[config.mk]
export PLATFORM = sky130hd
export DESIGN_NAME = psf_framer
export DESIGN_NICKNAME = d
export VERILOG_FILES = /design/src/psf_framer.v
export VERILOG_INCLUDE_DIRS = /design/src
export SDC_FILE = /design/constraint.sdc
export NUM_CORES = 2
export LEC_CHECK = 0
export BUFFER_PORTS_ARGS = -buffer_cell sky130_fd_sc_hd__clkbuf_2
export CAP_MARGIN = 5
export CORE_MARGIN = 3
export CORE_UTILIZATION = 50
export CTS_CLUSTER_DIAMETER = 40
export DETAILED_ROUTE_END_ITERATION = 7
export GPL_TIMING_DRIVEN = 1
export PLACE_DENSITY = 0.68
export SLEW_MARGIN = 25
export SYNTH_ARGS = -nofsm -noshare
export SYNTH_HDL_FRONTEND = slang
export SYNTH_SLANG_ARGS = --single-unit
[constraint.sdc]
create_clock -name clock -period 15.1 [get_ports clock]
set_clock_uncertainty 0.1 [all_clocks]
set_input_delay 0 -clock clock [delete_from_list [all_inputs] [get_ports clock]]
set_output_delay 0 -clock clock [all_outputs]
set_load 0.01 [all_outputs]
[src/psf_consts.vh]
// Purpose: Named constants of the packet framing front end.
// Assumes: Register indices; the byte address on the bus is four times the index.
// Notes:   Definitions only.
`ifndef PSF_CONSTS_VH
`define PSF_CONSTS_VH
`define PSF_IDX_PREAMBLE_SIZE  10'h11D
`define PSF_IDX_CRC_LOW        10'h11E
`define PSF_IDX_CRC_HIGH       10'h11F
`define PSF_IDX_SYNC_CONFIG    10'h120
`define PSF_IDX_SYNC_UPPER     10'h121
`define PSF_IDX_SYNC_MIDDLE    10'h122
`define PSF_IDX_SYNC_LOWER     10'h123
`define PSF_IDX_TX_START_PTR   10'h124
`define PSF_IDX_TX_CONTROL     10'h130
`define PSF_IDX_TX_LENGTH      10'h131
`define PSF_IDX_STATUS         10'h132
`define PSF_IDX_RAM_ADDR       10'h133
`define PSF_IDX_RAM_DATA       10'h134
`define PSF_CTRL_START         0
`define PSF_CTRL_RX_EN         1
`define PSF_ST_BUSY            0
`define PSF_ST_TX_DONE         1
`define PSF_ST_SYNC_SEEN       2
`define PSF_TOL_HI             7
`define PSF_TOL_LO             6
`define PSF_SLEN_HI            4
`define PSF_SLEN_LO            0
`define PSF_SYNC_MAX_BITS      5'h18
`define PSF_SYNC_TWO_MIN       5'h08
`define PSF_SYNC_THREE_MIN     5'h11
`define PSF_PREAMBLE_BYTE      8'hAA
`define PSF_CRC_INIT           16'hFFFF
`define PSF_REG_RST            8'h00
`define PSF_BYTE_BITS          5'h08
`define PSF_CRC_BITS           5'h10
`define PSF_SYNC_LAST          2'h2
`define PSF_SYNC_NONE          2'h3
`endif

[src/psf_framer.v]
// Purpose: Packet framer front end: preamble, sync word, payload from packet RAM and CRC on
//          transmit; sync word matching with bit error tolerance on receive.
// Assumes: One clock; AHB-Lite register port; received bits arrive with a valid strobe.
// Notes:   Transmit bits leave MSB first on a divided bit rate enable.
`include "psf_consts.vh"

module psf_fifo #(
   parameter WIDTH = 8,
   parameter DEPTH = 16,
   parameter AW    = 4
) (
   input  wire             clock,
   input  wire             rst,
   input  wire             flush,
   input  wire [WIDTH-1:0] in_data,
   input  wire             in_valid,
   output wire             in_ready,
   output wire [WIDTH-1:0] out_data,
   output wire             out_valid,
   input  wire             out_ready
);
   reg [WIDTH-1:0] mem [0:DEPTH-1];
   reg [AW-1:0]    wp_r;
   reg [AW-1:0]    rp_r;
   reg [AW:0]      cnt_r;
   wire            push = in_valid & in_ready;
   wire            pop  = out_valid & out_ready;

   assign in_ready  = (cnt_r != DEPTH[AW:0]);
   assign out_valid = (cnt_r != {(AW+1){1'b0}});
   assign out_data  = mem[rp_r];

   always @(posedge clock) begin
      if (push) begin
         mem[wp_r] <= in_data;
      end
   end

   always @(posedge clock or posedge rst) begin
      if (rst) begin
         wp_r  <= {AW{1'b0}};
         rp_r  <= {AW{1'b0}};
         cnt_r <= {(AW+1){1'b0}};
      end else if (flush) begin
         wp_r  <= {AW{1'b0}};
         rp_r  <= {AW{1'b0}};
         cnt_r <= {(AW+1){1'b0}};
      end else begin
         if (push) begin
            wp_r <= (wp_r == DEPTH[AW-1:0] - 1'b1) ? {AW{1'b0}} : wp_r + 1'b1;
         end
         if (pop) begin
            rp_r <= (rp_r == DEPTH[AW-1:0] - 1'b1) ? {AW{1'b0}} : rp_r + 1'b1;
         end
         if (push & ~pop) begin
            cnt_r <= cnt_r + 1'b1;
         end else if (pop & ~push) begin
            cnt_r <= cnt_r - 1'b1;
         end
      end
   end
endmodule // psf_fifo

// Behaviour
// - Preamble lasts byte count times eight bits.
// - CRC polynomial joins low and high registers.
// - Sync match tolerates up to configured bit errors.
// - Sync length field gives bits, max 24.
// - Transmitted sync is always whole bytes.
// - Sync sent MSB first, upper toward lower.
// - Over 16 bits: upper, middle, lower sent.
// - Eight to sixteen bits: middle, lower sent.
// - One to seven bits: lower byte only.
// - Zero bits: no sync bytes sent.
// - First payload byte read at start pointer.
module psf_framer #(
   parameter BIT_DIV    = 20,
   parameter FIFO_DEPTH = 16
) (
   input  wire        clock,
   input  wire        rst,
   input  wire        hsel,
   input  wire [31:0] haddr,
   input  wire [1:0]  htrans,
   input  wire        hwrite,
   input  wire [2:0]  hsize,
   input  wire        hready,
   input  wire [31:0] hwdata,
   output reg  [31:0] hrdata,
   output wire        hreadyout,
   output wire        hresp,
   output reg         tx_bit,
   output reg         tx_bit_strobe,
   output wire        tx_active,
   input  wire        rx_bit,
   input  wire        rx_bit_valid,
   output reg         sync_detect
);
   localparam ST_IDLE = 5'b00001;
   localparam ST_PRE  = 5'b00010;
   localparam ST_SYNC = 5'b00100;
   localparam ST_DATA = 5'b01000;
   localparam ST_CRC  = 5'b10000;

   reg [7:0]  preamble_size_r;
   reg [7:0]  crc_low_r;
   reg [7:0]  crc_high_r;
   reg [7:0]  sync_config_r;
   reg [7:0]  sync_upper_r;
   reg [7:0]  sync_middle_r;
   reg [7:0]  sync_lower_r;
   reg [7:0]  tx_start_ptr_r;
   reg [7:0]  tx_length_r;
   reg        rx_en_r;
   reg        tx_done_r;
   reg        sync_seen_r;
   reg [7:0]  ram_addr_r;
   reg [7:0]  pkt_ram [0:255];

   reg        dp_act_r;
   reg        dp_write_r;
   reg        dp_wait_r;
   reg [9:0]  dp_idx_r;

   reg [4:0]  state_r;
   reg [7:0]  pre_left_r;
   reg [1:0]  sync_idx_r;
   reg [7:0]  len_left_r;
   reg [7:0]  fetch_ptr_r;
   reg [7:0]  fetch_left_r;
   reg [15:0] sh_r;
   reg [4:0]  bit_cnt_r;
   reg [15:0] crc_r;
   reg [7:0]  div_r;
   reg [23:0] rx_sh_r;

   wire [15:0] crc_generator_poly = {crc_high_r, crc_low_r};
   wire [4:0]  slen_raw = sync_config_r[`PSF_SLEN_HI:`PSF_SLEN_LO];
   wire [4:0]  slen     = (slen_raw > `PSF_SYNC_MAX_BITS) ? `PSF_SYNC_MAX_BITS : slen_raw;
   wire [1:0]  tol      = sync_config_r[`PSF_TOL_HI:`PSF_TOL_LO];
   wire [23:0] sync_pat = {sync_upper_r, sync_middle_r, sync_lower_r};
   wire        tick     = (div_r == 8'h00);
   wire        idle     = state_r[0];
   wire        dp_wr    = dp_act_r & dp_write_r;
   wire        start    = dp_wr & (dp_idx_r == `PSF_IDX_TX_CONTROL) &
                          hwdata[`PSF_CTRL_START] & idle;
   wire        ram_wr   = dp_wr & (dp_idx_r == `PSF_IDX_RAM_DATA);
   wire        ram_rd   = dp_act_r & ~dp_write_r & dp_wait_r &
                          (dp_idx_r == `PSF_IDX_RAM_DATA);
   wire        fifo_in_ready;
   wire [7:0]  fifo_out_data;
   wire        fifo_out_valid;
   wire        fifo_pop;
   wire        fetch_push = (fetch_left_r != 8'h00);
   wire [23:0] rx_sh_nxt  = {rx_sh_r[22:0], rx_bit};
   wire        sync_hit;

   // Number of whole sync bytes to send for a given matching length.
   function [1:0] sync_bytes;
      input [4:0] len;
      begin
         if (len >= `PSF_SYNC_THREE_MIN) begin
            sync_bytes = 2'h3;
         end else if (len >= `PSF_SYNC_TWO_MIN) begin
            sync_bytes = 2'h2;
         end else if (len != 5'h00) begin
            sync_bytes = 2'h1;
         end else begin
            sync_bytes = 2'h0;
         end
      end
   endfunction

   // Counts mismatching bits within the low len bits only.
   function [4:0] sync_errors;
      input [23:0] seen;
      input [23:0] pat;
      input [4:0]  len;
      integer      i;
      begin
         sync_errors = 5'h00;
         for (i = 0; i < 24; i = i + 1) begin
            if ((i < len) && (seen[i] != pat[i])) begin
               sync_errors = sync_errors + 5'h01;
            end
         end
      end
   endfunction

   assign sync_hit  = (slen != 5'h00) &&
                      (sync_errors(rx_sh_nxt, sync_pat, slen) <= {3'b000, tol});
   assign hreadyout = ~(dp_act_r & ~dp_write_r & ~dp_wait_r);
   assign hresp     = 1'b0;
   assign tx_active = ~idle;
   assign fifo_pop  = state_r[3] & (bit_cnt_r == 5'h00) &
                      (len_left_r != 8'h00) & fifo_out_valid;

   psf_fifo #(
      .WIDTH    (8),
      .DEPTH    (FIFO_DEPTH),
      .AW       (4)
   ) u_fifo (
      .clock    (clock),
      .rst      (rst),
      .flush    (start),
      .in_data  (pkt_ram[fetch_ptr_r]),
      .in_valid (fetch_push),
      .in_ready (fifo_in_ready),
      .out_data (fifo_out_data),
      .out_valid(fifo_out_valid),
      .out_ready(fifo_pop)
   );

   always @(posedge clock) begin
      if (ram_wr) begin
         pkt_ram[ram_addr_r] <= hwdata[7:0];
      end
   end

   // Bus slave: writes take no wait state, reads take one.
   always @(posedge clock or posedge rst) begin
      if (rst) begin
         dp_act_r   <= 1'b0;
         dp_write_r <= 1'b0;
         dp_wait_r  <= 1'b0;
         dp_idx_r   <= 10'h000;
         hrdata     <= 32'h00000000;
      end else begin
         if (hreadyout) begin
            dp_act_r   <= hsel & hready & htrans[1];
            dp_write_r <= hwrite;
            dp_idx_r   <= haddr[11:2];
            dp_wait_r  <= 1'b0;
         end else begin
            dp_wait_r <= 1'b1;
            hrdata    <= 32'h00000000;
            if (dp_idx_r == `PSF_IDX_PREAMBLE_SIZE) begin
               hrdata[7:0] <= preamble_size_r;
            end else if (dp_idx_r == `PSF_IDX_CRC_LOW) begin
               hrdata[7:0] <= crc_low_r;
            end else if (dp_idx_r == `PSF_IDX_CRC_HIGH) begin
               hrdata[7:0] <= crc_high_r;
            end else if (dp_idx_r == `PSF_IDX_SYNC_CONFIG) begin
               hrdata[7:0] <= sync_config_r;
            end else if (dp_idx_r == `PSF_IDX_SYNC_UPPER) begin
               hrdata[7:0] <= sync_upper_r;
            end else if (dp_idx_r == `PSF_IDX_SYNC_MIDDLE) begin
               hrdata[7:0] <= sync_middle_r;
            end else if (dp_idx_r == `PSF_IDX_SYNC_LOWER) begin
               hrdata[7:0] <= sync_lower_r;
            end else if (dp_idx_r == `PSF_IDX_TX_START_PTR) begin
               hrdata[7:0] <= tx_start_ptr_r;
            end else if (dp_idx_r == `PSF_IDX_TX_CONTROL) begin
               hrdata[`PSF_CTRL_RX_EN] <= rx_en_r;
            end else if (dp_idx_r == `PSF_IDX_TX_LENGTH) begin
               hrdata[7:0] <= tx_length_r;
            end else if (dp_idx_r == `PSF_IDX_STATUS) begin
               hrdata[`PSF_ST_BUSY]      <= ~idle;
               hrdata[`PSF_ST_TX_DONE]   <= tx_done_r;
               hrdata[`PSF_ST_SYNC_SEEN] <= sync_seen_r;
            end else if (dp_idx_r == `PSF_IDX_RAM_ADDR) begin
               hrdata[7:0] <= ram_addr_r;
            end else if (dp_idx_r == `PSF_IDX_RAM_DATA) begin
               hrdata[7:0] <= pkt_ram[ram_addr_r];
            end
         end
      end
   end

   // Register writes; status flags are cleared by writing one, and a new event wins.
   always @(posedge clock or posedge rst) begin
      if (rst) begin
         preamble_size_r <= `PSF_REG_RST;
         crc_low_r       <= `PSF_REG_RST;
         crc_high_r      <= `PSF_REG_RST;
         sync_config_r   <= `PSF_REG_RST;
         sync_upper_r    <= `PSF_REG_RST;
         sync_middle_r   <= `PSF_REG_RST;
         sync_lower_r    <= `PSF_REG_RST;
         tx_start_ptr_r  <= `PSF_REG_RST;
         tx_length_r     <= `PSF_REG_RST;
         ram_addr_r      <= `PSF_REG_RST;
         rx_en_r         <= 1'b0;
         tx_done_r       <= 1'b0;
         sync_seen_r     <= 1'b0;
      end else begin
         if (dp_wr) begin
            if (dp_idx_r == `PSF_IDX_PREAMBLE_SIZE) begin
               preamble_size_r <= hwdata[7:0];
            end else if (dp_idx_r == `PSF_IDX_CRC_LOW) begin
               crc_low_r <= hwdata[7:0];
            end else if (dp_idx_r == `PSF_IDX_CRC_HIGH) begin
               crc_high_r <= hwdata[7:0];
            end else if (dp_idx_r == `PSF_IDX_SYNC_CONFIG) begin
               sync_config_r <= hwdata[7:0];
            end else if (dp_idx_r == `PSF_IDX_SYNC_UPPER) begin
               sync_upper_r <= hwdata[7:0];
            end else if (dp_idx_r == `PSF_IDX_SYNC_MIDDLE) begin
               sync_middle_r <= hwdata[7:0];
            end else if (dp_idx_r == `PSF_IDX_SYNC_LOWER) begin
               sync_lower_r <= hwdata[7:0];
            end else if (dp_idx_r == `PSF_IDX_TX_START_PTR) begin
               tx_start_ptr_r <= hwdata[7:0];
            end else if (dp_idx_r == `PSF_IDX_TX_CONTROL) begin
               rx_en_r <= hwdata[`PSF_CTRL_RX_EN];
            end else if (dp_idx_r == `PSF_IDX_TX_LENGTH) begin
               tx_length_r <= hwdata[7:0];
            end else if (dp_idx_r == `PSF_IDX_RAM_ADDR) begin
               ram_addr_r <= hwdata[7:0];
            end
         end
         if (ram_wr | ram_rd) begin
            ram_addr_r <= ram_addr_r + 8'h01;
         end
         if (state_r[4] & (bit_cnt_r == 5'h00)) begin
            tx_done_r <= 1'b1;
         end else if (dp_wr & (dp_idx_r == `PSF_IDX_STATUS) & hwdata[`PSF_ST_TX_DONE]) begin
            tx_done_r <= 1'b0;
         end
         if (rx_en_r & rx_bit_valid & sync_hit) begin
            sync_seen_r <= 1'b1;
         end else if (dp_wr & (dp_idx_r == `PSF_IDX_STATUS) & hwdata[`PSF_ST_SYNC_SEEN]) begin
            sync_seen_r <= 1'b0;
         end
      end
   end

   // Receive side: sync detection pulse on the bit that completes a match.
   always @(posedge clock or posedge rst) begin
      if (rst) begin
         rx_sh_r     <= 24'h000000;
         sync_detect <= 1'b0;
      end else begin
         sync_detect <= rx_en_r & rx_bit_valid & sync_hit;
         if (rx_bit_valid) begin
            rx_sh_r <= rx_sh_nxt;
         end
      end
   end

   // Packet RAM fetch into the FIFO, starting at the frame start pointer.
   always @(posedge clock or posedge rst) begin
      if (rst) begin
         fetch_ptr_r  <= 8'h00;
         fetch_left_r <= 8'h00;
      end else if (start) begin
         fetch_ptr_r  <= tx_start_ptr_r;
         fetch_left_r <= tx_length_r;
      end else if (fetch_push & fifo_in_ready) begin
         fetch_ptr_r  <= fetch_ptr_r + 8'h01;
         fetch_left_r <= fetch_left_r - 8'h01;
      end
   end

   // Transmit sequencer and serialiser; a unit is loaded between bit ticks.
   always @(posedge clock or posedge rst) begin
      if (rst) begin
         state_r       <= ST_IDLE;
         pre_left_r    <= 8'h00;
         sync_idx_r    <= `PSF_SYNC_NONE;
         len_left_r    <= 8'h00;
         sh_r          <= 16'h0000;
         bit_cnt_r     <= 5'h00;
         crc_r         <= `PSF_CRC_INIT;
         div_r         <= 8'h00;
         tx_bit        <= 1'b0;
         tx_bit_strobe <= 1'b0;
      end else begin
         tx_bit_strobe <= 1'b0;
         div_r <= (tick | idle) ? BIT_DIV[7:0] - 8'h01 : div_r - 8'h01;
         if (tick & ~idle & (bit_cnt_r != 5'h00)) begin
            tx_bit        <= sh_r[15];
            tx_bit_strobe <= 1'b1;
            sh_r          <= {sh_r[14:0], 1'b0};
            bit_cnt_r     <= bit_cnt_r - 5'h01;
            if (state_r[3]) begin
               crc_r <= {crc_r[14:0], 1'b0} ^ ((crc_r[15] ^ sh_r[15]) ? crc_generator_poly : 16'h0000);
            end
         end else if (bit_cnt_r == 5'h00) begin
            case (state_r)
               ST_IDLE: begin
                  if (start) begin
                     state_r    <= ST_PRE;
                     pre_left_r <= preamble_size_r;
                     sync_idx_r <= 2'h3 - sync_bytes(slen);
                     len_left_r <= tx_length_r;
                  end
               end
               ST_PRE: begin
                  if (pre_left_r != 8'h00) begin
                     sh_r       <= {`PSF_PREAMBLE_BYTE, 8'h00};
                     bit_cnt_r  <= `PSF_BYTE_BITS;
                     pre_left_r <= pre_left_r - 8'h01;
                  end else begin
                     state_r <= ST_SYNC;
                  end
               end
               ST_SYNC: begin
                  if (sync_idx_r == `PSF_SYNC_NONE) begin
                     state_r <= ST_DATA;
                     crc_r   <= `PSF_CRC_INIT;
                  end else begin
                     bit_cnt_r  <= `PSF_BYTE_BITS;
                     sync_idx_r <= sync_idx_r + 2'h1;
                     if (sync_idx_r == 2'h0) begin
                        sh_r <= {sync_upper_r, 8'h00};
                     end else if (sync_idx_r == 2'h1) begin
                        sh_r <= {sync_middle_r, 8'h00};
                     end else begin
                        sh_r <= {sync_lower_r, 8'h00};
                     end
                  end
               end
               ST_DATA: begin
                  if (len_left_r == 8'h00) begin
                     state_r   <= ST_CRC;
                     sh_r      <= crc_r;
                     bit_cnt_r <= `PSF_CRC_BITS;
                  end else if (fifo_out_valid) begin
                     sh_r       <= {fifo_out_data, 8'h00};
                     bit_cnt_r  <= `PSF_BYTE_BITS;
                     len_left_r <= len_left_r - 8'h01;
                  end
               end
               ST_CRC: begin
                  state_r <= ST_IDLE;
               end
               default: begin
                  state_r <= ST_IDLE;
               end
            endcase
         end
      end
   end
endmodule // psf_framer

; ---- Word level (Yosys, flattened, before mapping)
; Memory sizes are Yosys's and may differ from the RTL's.
; Cells that the tools add are included.
[word_totals]
output_inout_bits = 38
ramBits = 2176
word_cells = 403
n_memories = 2
regBits = 227
input_bits = 76
[classes]
n_bitwise = 46
mux = 122
n_lt_le_gt_ge = 28
eq_ne = 68
n_reduce_logical = 66
addsub = 36
[mem_list]
columns = name, depth, width, rd, rd_clocked_by_memory_dff, wr, line
row1 = pkt_ram, 256, 8, 2, 0, 1, psf_framer.v:118  ; reg [7:0] pkt_ram [0:255];
row2 = u_fifo.mem, 16, 8, 1, 0, 1, psf_framer.v:22  ; reg [WIDTH-1:0] mem [0:DEPTH-1];
[ops]
columns = op, n
row1 = 8-bit 2-to-1 mux, 34
row2 = 16-bit 2-to-1 mux, 14
row3 = 5-bit 2-to-1 mux, 38
row4 = "10-bit by 9-bit == test with 1-bit output, second input constant", 13
row5 = "5-bit by 1-bit adder with 5-bit output, second input constant", 24
row6 = 16-bit one-hot mux with 3 select lines, 1
row7 = "4-bit by 5-bit less-than comparator with 1-bit output, first input constant", 8
row8 = "5-bit less-than comparator, first input constant", 8
row9 = 8-bit one-hot mux with 2 select lines, 2
row10 = "8-bit by 1-bit subtractor with 8-bit output, second input constant", 4
row11 = 1-bit AND, 26
row12 = 1-bit logical AND, 25
row13 = 4-bit 2-to-1 mux, 6
row14 = 1-bit != test, 24
row15 = 2-bit nonzero test, 12
row16 = 8-bit nonzero test, 3
row17 = "3-bit by 5-bit less-than comparator with 1-bit output, first input constant", 4
row18 = "2-bit by 1-bit != test with 1-bit output, second input constant", 10
row19 = 5-bit one-hot mux with 4 select lines, 1
row20 = 5-bit AND reduction, 4
row21 = "2-bit != test, second input constant", 9
row22 = 6-bit AND reduction, 3
row23 = "8-bit by 1-bit adder with 8-bit output, second input constant", 2
row24 = 8-bit zero test, 2
row25 = other kinds (44), 89

; ---- Logic depth before layout (Yosys ltp)
[logic_depth]
word_depth = 55
mapped_depth = 81
mapped_depth_nobuf = 79

; ---- Modules after synthesis
; A second synthesis with hierarchy kept.
[unflattened]
cells_unflattened = 6005
area_unflattened_um2 = 114411.0
[modules_own_cells]
columns = module, seq_area_each_um2, instances, area_each_um2, cells_each
row1 = psf_framer, 66877.9, 1, 108661.7, 5695
row2 = psf_fifo, 4169.0, 1, 5749.3, 310

; ---- Least setup slack after synthesis
; OpenSTA, ideal clock, no wires.
[synth_path]
kind = flip-flop to flip-flop
start = register sync_config_r[3]
end = register sync_seen_r
setup_slack_ns = -0.386
t_required_ns = 14.936
path_buffers = 2
arrival_ns = 15.323
synth_period_minus_slack_ns = 15.486
setup_time_ns = 0.064
stages_incl_launch_ff = 82
path_cell_list = dfrtp_1 buf_4 or3_1 clkbuf_1 or3_1 and2_1 inv_1 ha_1 xnor2_2 inv_1 ha_1 mux2_2 ha_1 mux2i_1 nand2_1 ha_1 nand2_1 nand2_1 [... 46 more ...] ha_1 nor2_1 a31oi_1 ha_1 mux2_2 ha_1 mux2i_1 inv_1 ha_1 nand2_1 o21ai_0 ha_1 nor2b_1 o21ai_0 nand4_1 nor4b_1 mux2_4 a21o_1
[synth_between]
elab_chain_cells = 55
word_cells_on_any_way = 103
[synth_lines]
columns = element, line
row1 = "start, declared", psf_framer.v:108  ; reg [7:0] sync_config_r;
row2 = "start signal, assigned", psf_framer.v:276  ; sync_config_r <= `PSF_REG_RST;
row3 = "start signal, assigned", psf_framer.v:295  ; sync_config_r <= hwdata[7:0];
row4 = 5-bit > comparator (no source line), --
row5 = 5-bit 2-to-1 mux (*), psf_framer.v:139  ; wire [4:0] slen = (slen_raw > `PSF_SYNC_MAX_BITS) ? `PSF_SYNC_MAX_BITS : slen_raw;
row6 = 1-bit by 5-bit less-than comparator with 1-bit output, psf_framer.v:183  ; if ((i < len) && (seen[i] != pat[i])) begin
row7 = 1-bit logical AND, psf_framer.v:183
row8 = 1-bit 2-to-1 mux, psf_framer.v:183
row9 = 5-bit by 1-bit adder with 5-bit output, psf_framer.v:184  ; sync_errors = sync_errors + 5'h01;
row10 = 5-bit 2-to-1 mux, psf_framer.v:183
row11 = 5-bit by 1-bit adder with 5-bit output, psf_framer.v:184
row12 = [... 39 more ...], --
row13 = 5-bit by 1-bit adder with 5-bit output, psf_framer.v:184
row14 = 5-bit 2-to-1 mux, psf_framer.v:183
row15 = 5-bit by 1-bit adder with 5-bit output, psf_framer.v:184
row16 = 5-bit 2-to-1 mux, psf_framer.v:183
row17 = 5-bit by 2-bit less-or-equal comparator with 1-bit output, psf_framer.v:191  ; (sync_errors(rx_sh_nxt, sync_pat, slen) <= {3'b000, tol});
row18 = 1-bit logical AND (*), psf_framer.v:190  ; assign sync_hit = (slen != 5'h00) &&
row19 = 1-bit AND (*), psf_framer.v:320  ; if (rx_en_r & rx_bit_valid & sync_hit) begin
row20 = 1-bit 2-to-1 mux / 2-bit nonzero test (equally long branches), --
row21 = "end signal, assigned", psf_framer.v:285  ; sync_seen_r <= 1'b0;
row22 = "end signal, assigned", psf_framer.v:321  ; sync_seen_r <= 1'b1;
row23 = "end signal, assigned", psf_framer.v:323  ; sync_seen_r <= 1'b0;
row24 = "end, declared", psf_framer.v:116  ; reg sync_seen_r;
; Every way passes the cells marked *; elsewhere a longest branch is shown, timed or not.
; A chain may end at the register's enable or synchronous reset.

; ---- Final worst setup path
[layout_path]
start = register sync_config_r[4]
end = register sync_seen_r
; The elaborated chain is that of the path after synthesis.

==> results by group <==
Status
  • Status: complete, no violations

Place
  • Cell Area, Placed: 119000 µm²
  • Post-DP HPWL: around 200 mm
  • Placed cells: 8758
  • IO Port Bufs: 38
  • GPL Wtd Cong: 0.904

Finish
  • Fill cells: between 15000 and 20000
  • Final Non-Filler Cells: 9492
  • Area grow syn2layout: 15.0%
  • Nets: 6310
  • Layout cell share with drive strength beyond 1: 39.3%
  • Register area: 71100 µm²
  • Multi-input logic area: 42500 µm²
  • Design area: 132000 µm²

Synthesis
  • Main flop type after synthesis: edfxtp_1
  • Mapped Cells: 5992
  • Post-synthesis sequential area ratio: 61.8%
  • Synth warn: 0
  • Area leader, netlist: edfxtp_1
  • Synth top area cells: edfxtp_1 57%, mux4_2 27%, dfrtp_1 4.5%
  • Syn avg cell area: 19.2 µm²
  • Post-synth top cells: 2176 x edfxtp_1, 1367 x mux4_2, 426 x nor2_1, 309 x clkbuf_1, 208 x dfrtp_1
  • Async set-reset flop share out of synthesis: 9.45%
  • Post-synth EDFFs: between 2000 and 2500
  • Synth Register Bits: roughly 2400
  • Synth unique cells: slightly below 100
  • Synth top area share: about 57%
  • Count leader, synth: edfxtp_1
  • Post-Syn Area: 115000 µm²

Timing
  • Setup-failing EPs final: 0
  • Final Hold Vio Count: 0
  • Post-layout minimum cycle time: ~14 ns
  • Worst-Margin Slew: roughly 1.2 ns
  • Max Clock Freq: 69.0 MHz
  • Period utilization: 95.9%
  • Slew Limit Fails: 0
  • Slew headroom: 21.7%

Critical path
  • Cell mode on critical path: ha_4
  • Worst path slowest cell: or3_4
  • WP data required: 15.86 ns
  • Worst endpoint data arrival time: 15.25 ns
  • Critical path peak fanout: 4
  • Slowest stage delay, CP: 0.39 ns
  • Critical path endpoint category: flop
  • Critical path type: reg -> reg
  • Worst Setup Start Kind: flop

Pwr
  • Net switching power: 6590 µW
  • Pwr Density: 167 nW/µm²
  • Sw Ratio: 29.7%
  • Power Internal: 15600 µW
  • Leak Pwr: 0.0436 µW
  • Seq pwr share: 36.5%
  • Clock power frac: 38.6%
  • Max VDD drop: 168 µV
  • Power share of the combinational group: 24.9%

Worst hold path
  • Worst min-delay path category: in -> reg

Floorplanning
  • Die width: just under 500 µm
  • Rows: ~180
  • I/O Pins: 114
  • Initial Util: 50.4%
  • Die Ht: 486 µm
  • Total Die Area: 236000 µm²
  • CORE AREA: 228000 µm²

Global routing
  • Initial antenna violation count: 13
  • Congestion Overflow GR: 0
  • Gr usage total: between 20 and 30%
  • Number of global-route vias before repair: 65195
  • First-pass GRT wire length: 478 mm
  • Pin count of the biggest net entering global routing: 138

Detailed routing
  • Per-cell routed wire length: between 30 and 40 µm
  • Drt pass-1 iters: 8
  • Via/cell ratio: 6.90
  • Residual DRC: 0
  • Routed vias: 65506
  • Final antenna-violating net count: 0
  • Iter 0 DRT Violations: 8766
  • WL final: approximately 330 mm

Clocking
  • H-Tree Depth: 5
  • Clock slew at reported path FFs: 0.06 ns
  • Sink Count: 2403
  • Worst skew pair latency: approximately 0.95 ns
  • Num CTS Buffers: 368
  • Clock Path Buffers: 4
  • CTS tree: done
  • Root Driver: clkbuf_16

Flow run
  • Max-cap violations: 0
==> critical path, delay by kind of cell, from the launching register on <==
kind,cells,cell delay (ns)
xor gates and xnor gates,1,0.17
and+or+nand+nor,23,3.18
muxes,8,1.91
buffers and inverters,13,1.29
adders and majority gates,21,5.49
AOI/OAI and AO/OA,15,1.86
DFF,1,0.37
==> cell usage in the layout (no fill, tap or decap), types with 30 or more instances in the layout <==
cell           instances
a21oi_1               91
a31oi_1               45
buf_4                173
bufinv_16             43
clkbuf_16            373
clkbuf_2              30
clkinv_2              38
clkinv_4              43
clkinvlp_4            35
dfrtp_1              197
dlygate4sd3_1         41
edfxtp_1            2176
ha_1                  32
inv_1                 56
inv_6                 57
mux2_2               124
mux2i_1               35
mux4_2              1367
nand2_1              164
nand3_1               74
nor2_1               379
nor2_2                45
nor3_1                37
o21ai_0              102
xnor2_1               60
xor2_1                58
==> final cells by class <==
cell class / count / area share [%]
diodes: 9 / 0.0170
clock buffers: 397 / 7.13
clock inverters: 261 / 2.25
inverters: 65 / 0.199
multi-input cells: 3080 / 32.1
flip-flops and latches: 2403 / 53.7
well taps: 3009 / 2.85
repair buffers: 268 / 1.71
==> stage by stage <==
stage / TNS [ns] / utilization [%] / setup WS, ns / power (µW) / hold WS [ns]
5_1_grt: -0.191 / 58.0 / -0.145 / 22800 / 0.0575
2_1_floorplan: 0 / - / 0.00344 / 11700 / -0.00113
3_3_place_gp: -0.442 / 52.0 / -0.255 / 13600 / 0.0721
4_1_cts: 0 / 57.8 / 0.0236 / 22200 / 0.0149
3_5_place_dp: -0.764 / 52.1 / -0.419 / 13700 / 0.0816
6_report: 0 / 58.0 / 0.617 / 22200 / 0.0703
==> registers in the layout, indices dropped and copies added (netlist names), 10 cells and up <==
name / count
pkt_ram: 2048
u_fifo.mem: 128
rx_sh_r: 23
crc_r: 16
sh_r: 16
dp_idx_r: 10
==> power groups by stage <==
stage          Clock (µW)  Sequential [µW]  Combinational (µW)
2_1_floorplan           0             7990                3720
4_1_cts              8630             8080                5490
3_3_place_gp            0             8190                5400
5_1_grt              8930             8110                5750
3_5_place_dp            0             8210                5460
6_report             8560             8080                5520
==> layer usage <==
layer	track usage [%]	routed length [µm]	share of wire, %	up-vias
li1	-	-	-	25815
met1	38.7	123000	37	34944
met2	43.2	156000	47	3994
met3	7.76	38000	11	747
met4	11.5	15100	4.5	6
met5	0.184	40	0.012	-
==> cell families (layout without fill, tap and decap cells) <==
family                     count (synthesis)  after routing  share of synthesized area [%]
buffers and inverters                    533            991                           1.85
and+or+nand+nor                          910            910                           3.58
AOI/OAI and AO/OA                        408            408                           2.33
xor gates and xnor gates                 156            156                           1.58
muxes                                   1533           1533                           28.4
adders and majority gates                 48             48                          0.529
DFF                                     2403           2403                           61.8
other                                      1             34                        0.00326
==> path summary, 6_finish.rpt <==
check | startpoint | slack (ns) | endpoint | depth (start not counted)
max | sync_config_r[4]$_DFFE_PP0P_ | 0.62 | sync_seen_r$_DFFE_PP0P_ | 81
min in group asynchronous | rst | 0.23 | div_r[2]$_DFF_PP0_ | 4
max in group asynchronous | rst | 13.33 | fetch_ptr_r[4]$_DFFE_PP0P_ | 5
max reg2reg | sync_config_r[4]$_DFFE_PP0P_ | 0.62 | sync_seen_r$_DFFE_PP0P_ | 81
min | hwdata[0] | 0.07 | pkt_ram[167][0]$_DFFE_PP_ | 2
min reg2reg | div_r[0]$_DFF_PP0_ | 0.37 | div_r[0]$_DFF_PP0_ | 1
==> repair_timing <==
action                     in CTS  in global routing
hold endpoints to repair     1116                  0
gates resized for setup        13                 44
setup buffers                  11                 12
hold buffers                   41                  0
setup endpoints to repair       2                  2
pin swaps                      15                 33
Note: power is estimated with default switching activity, not from simulation.
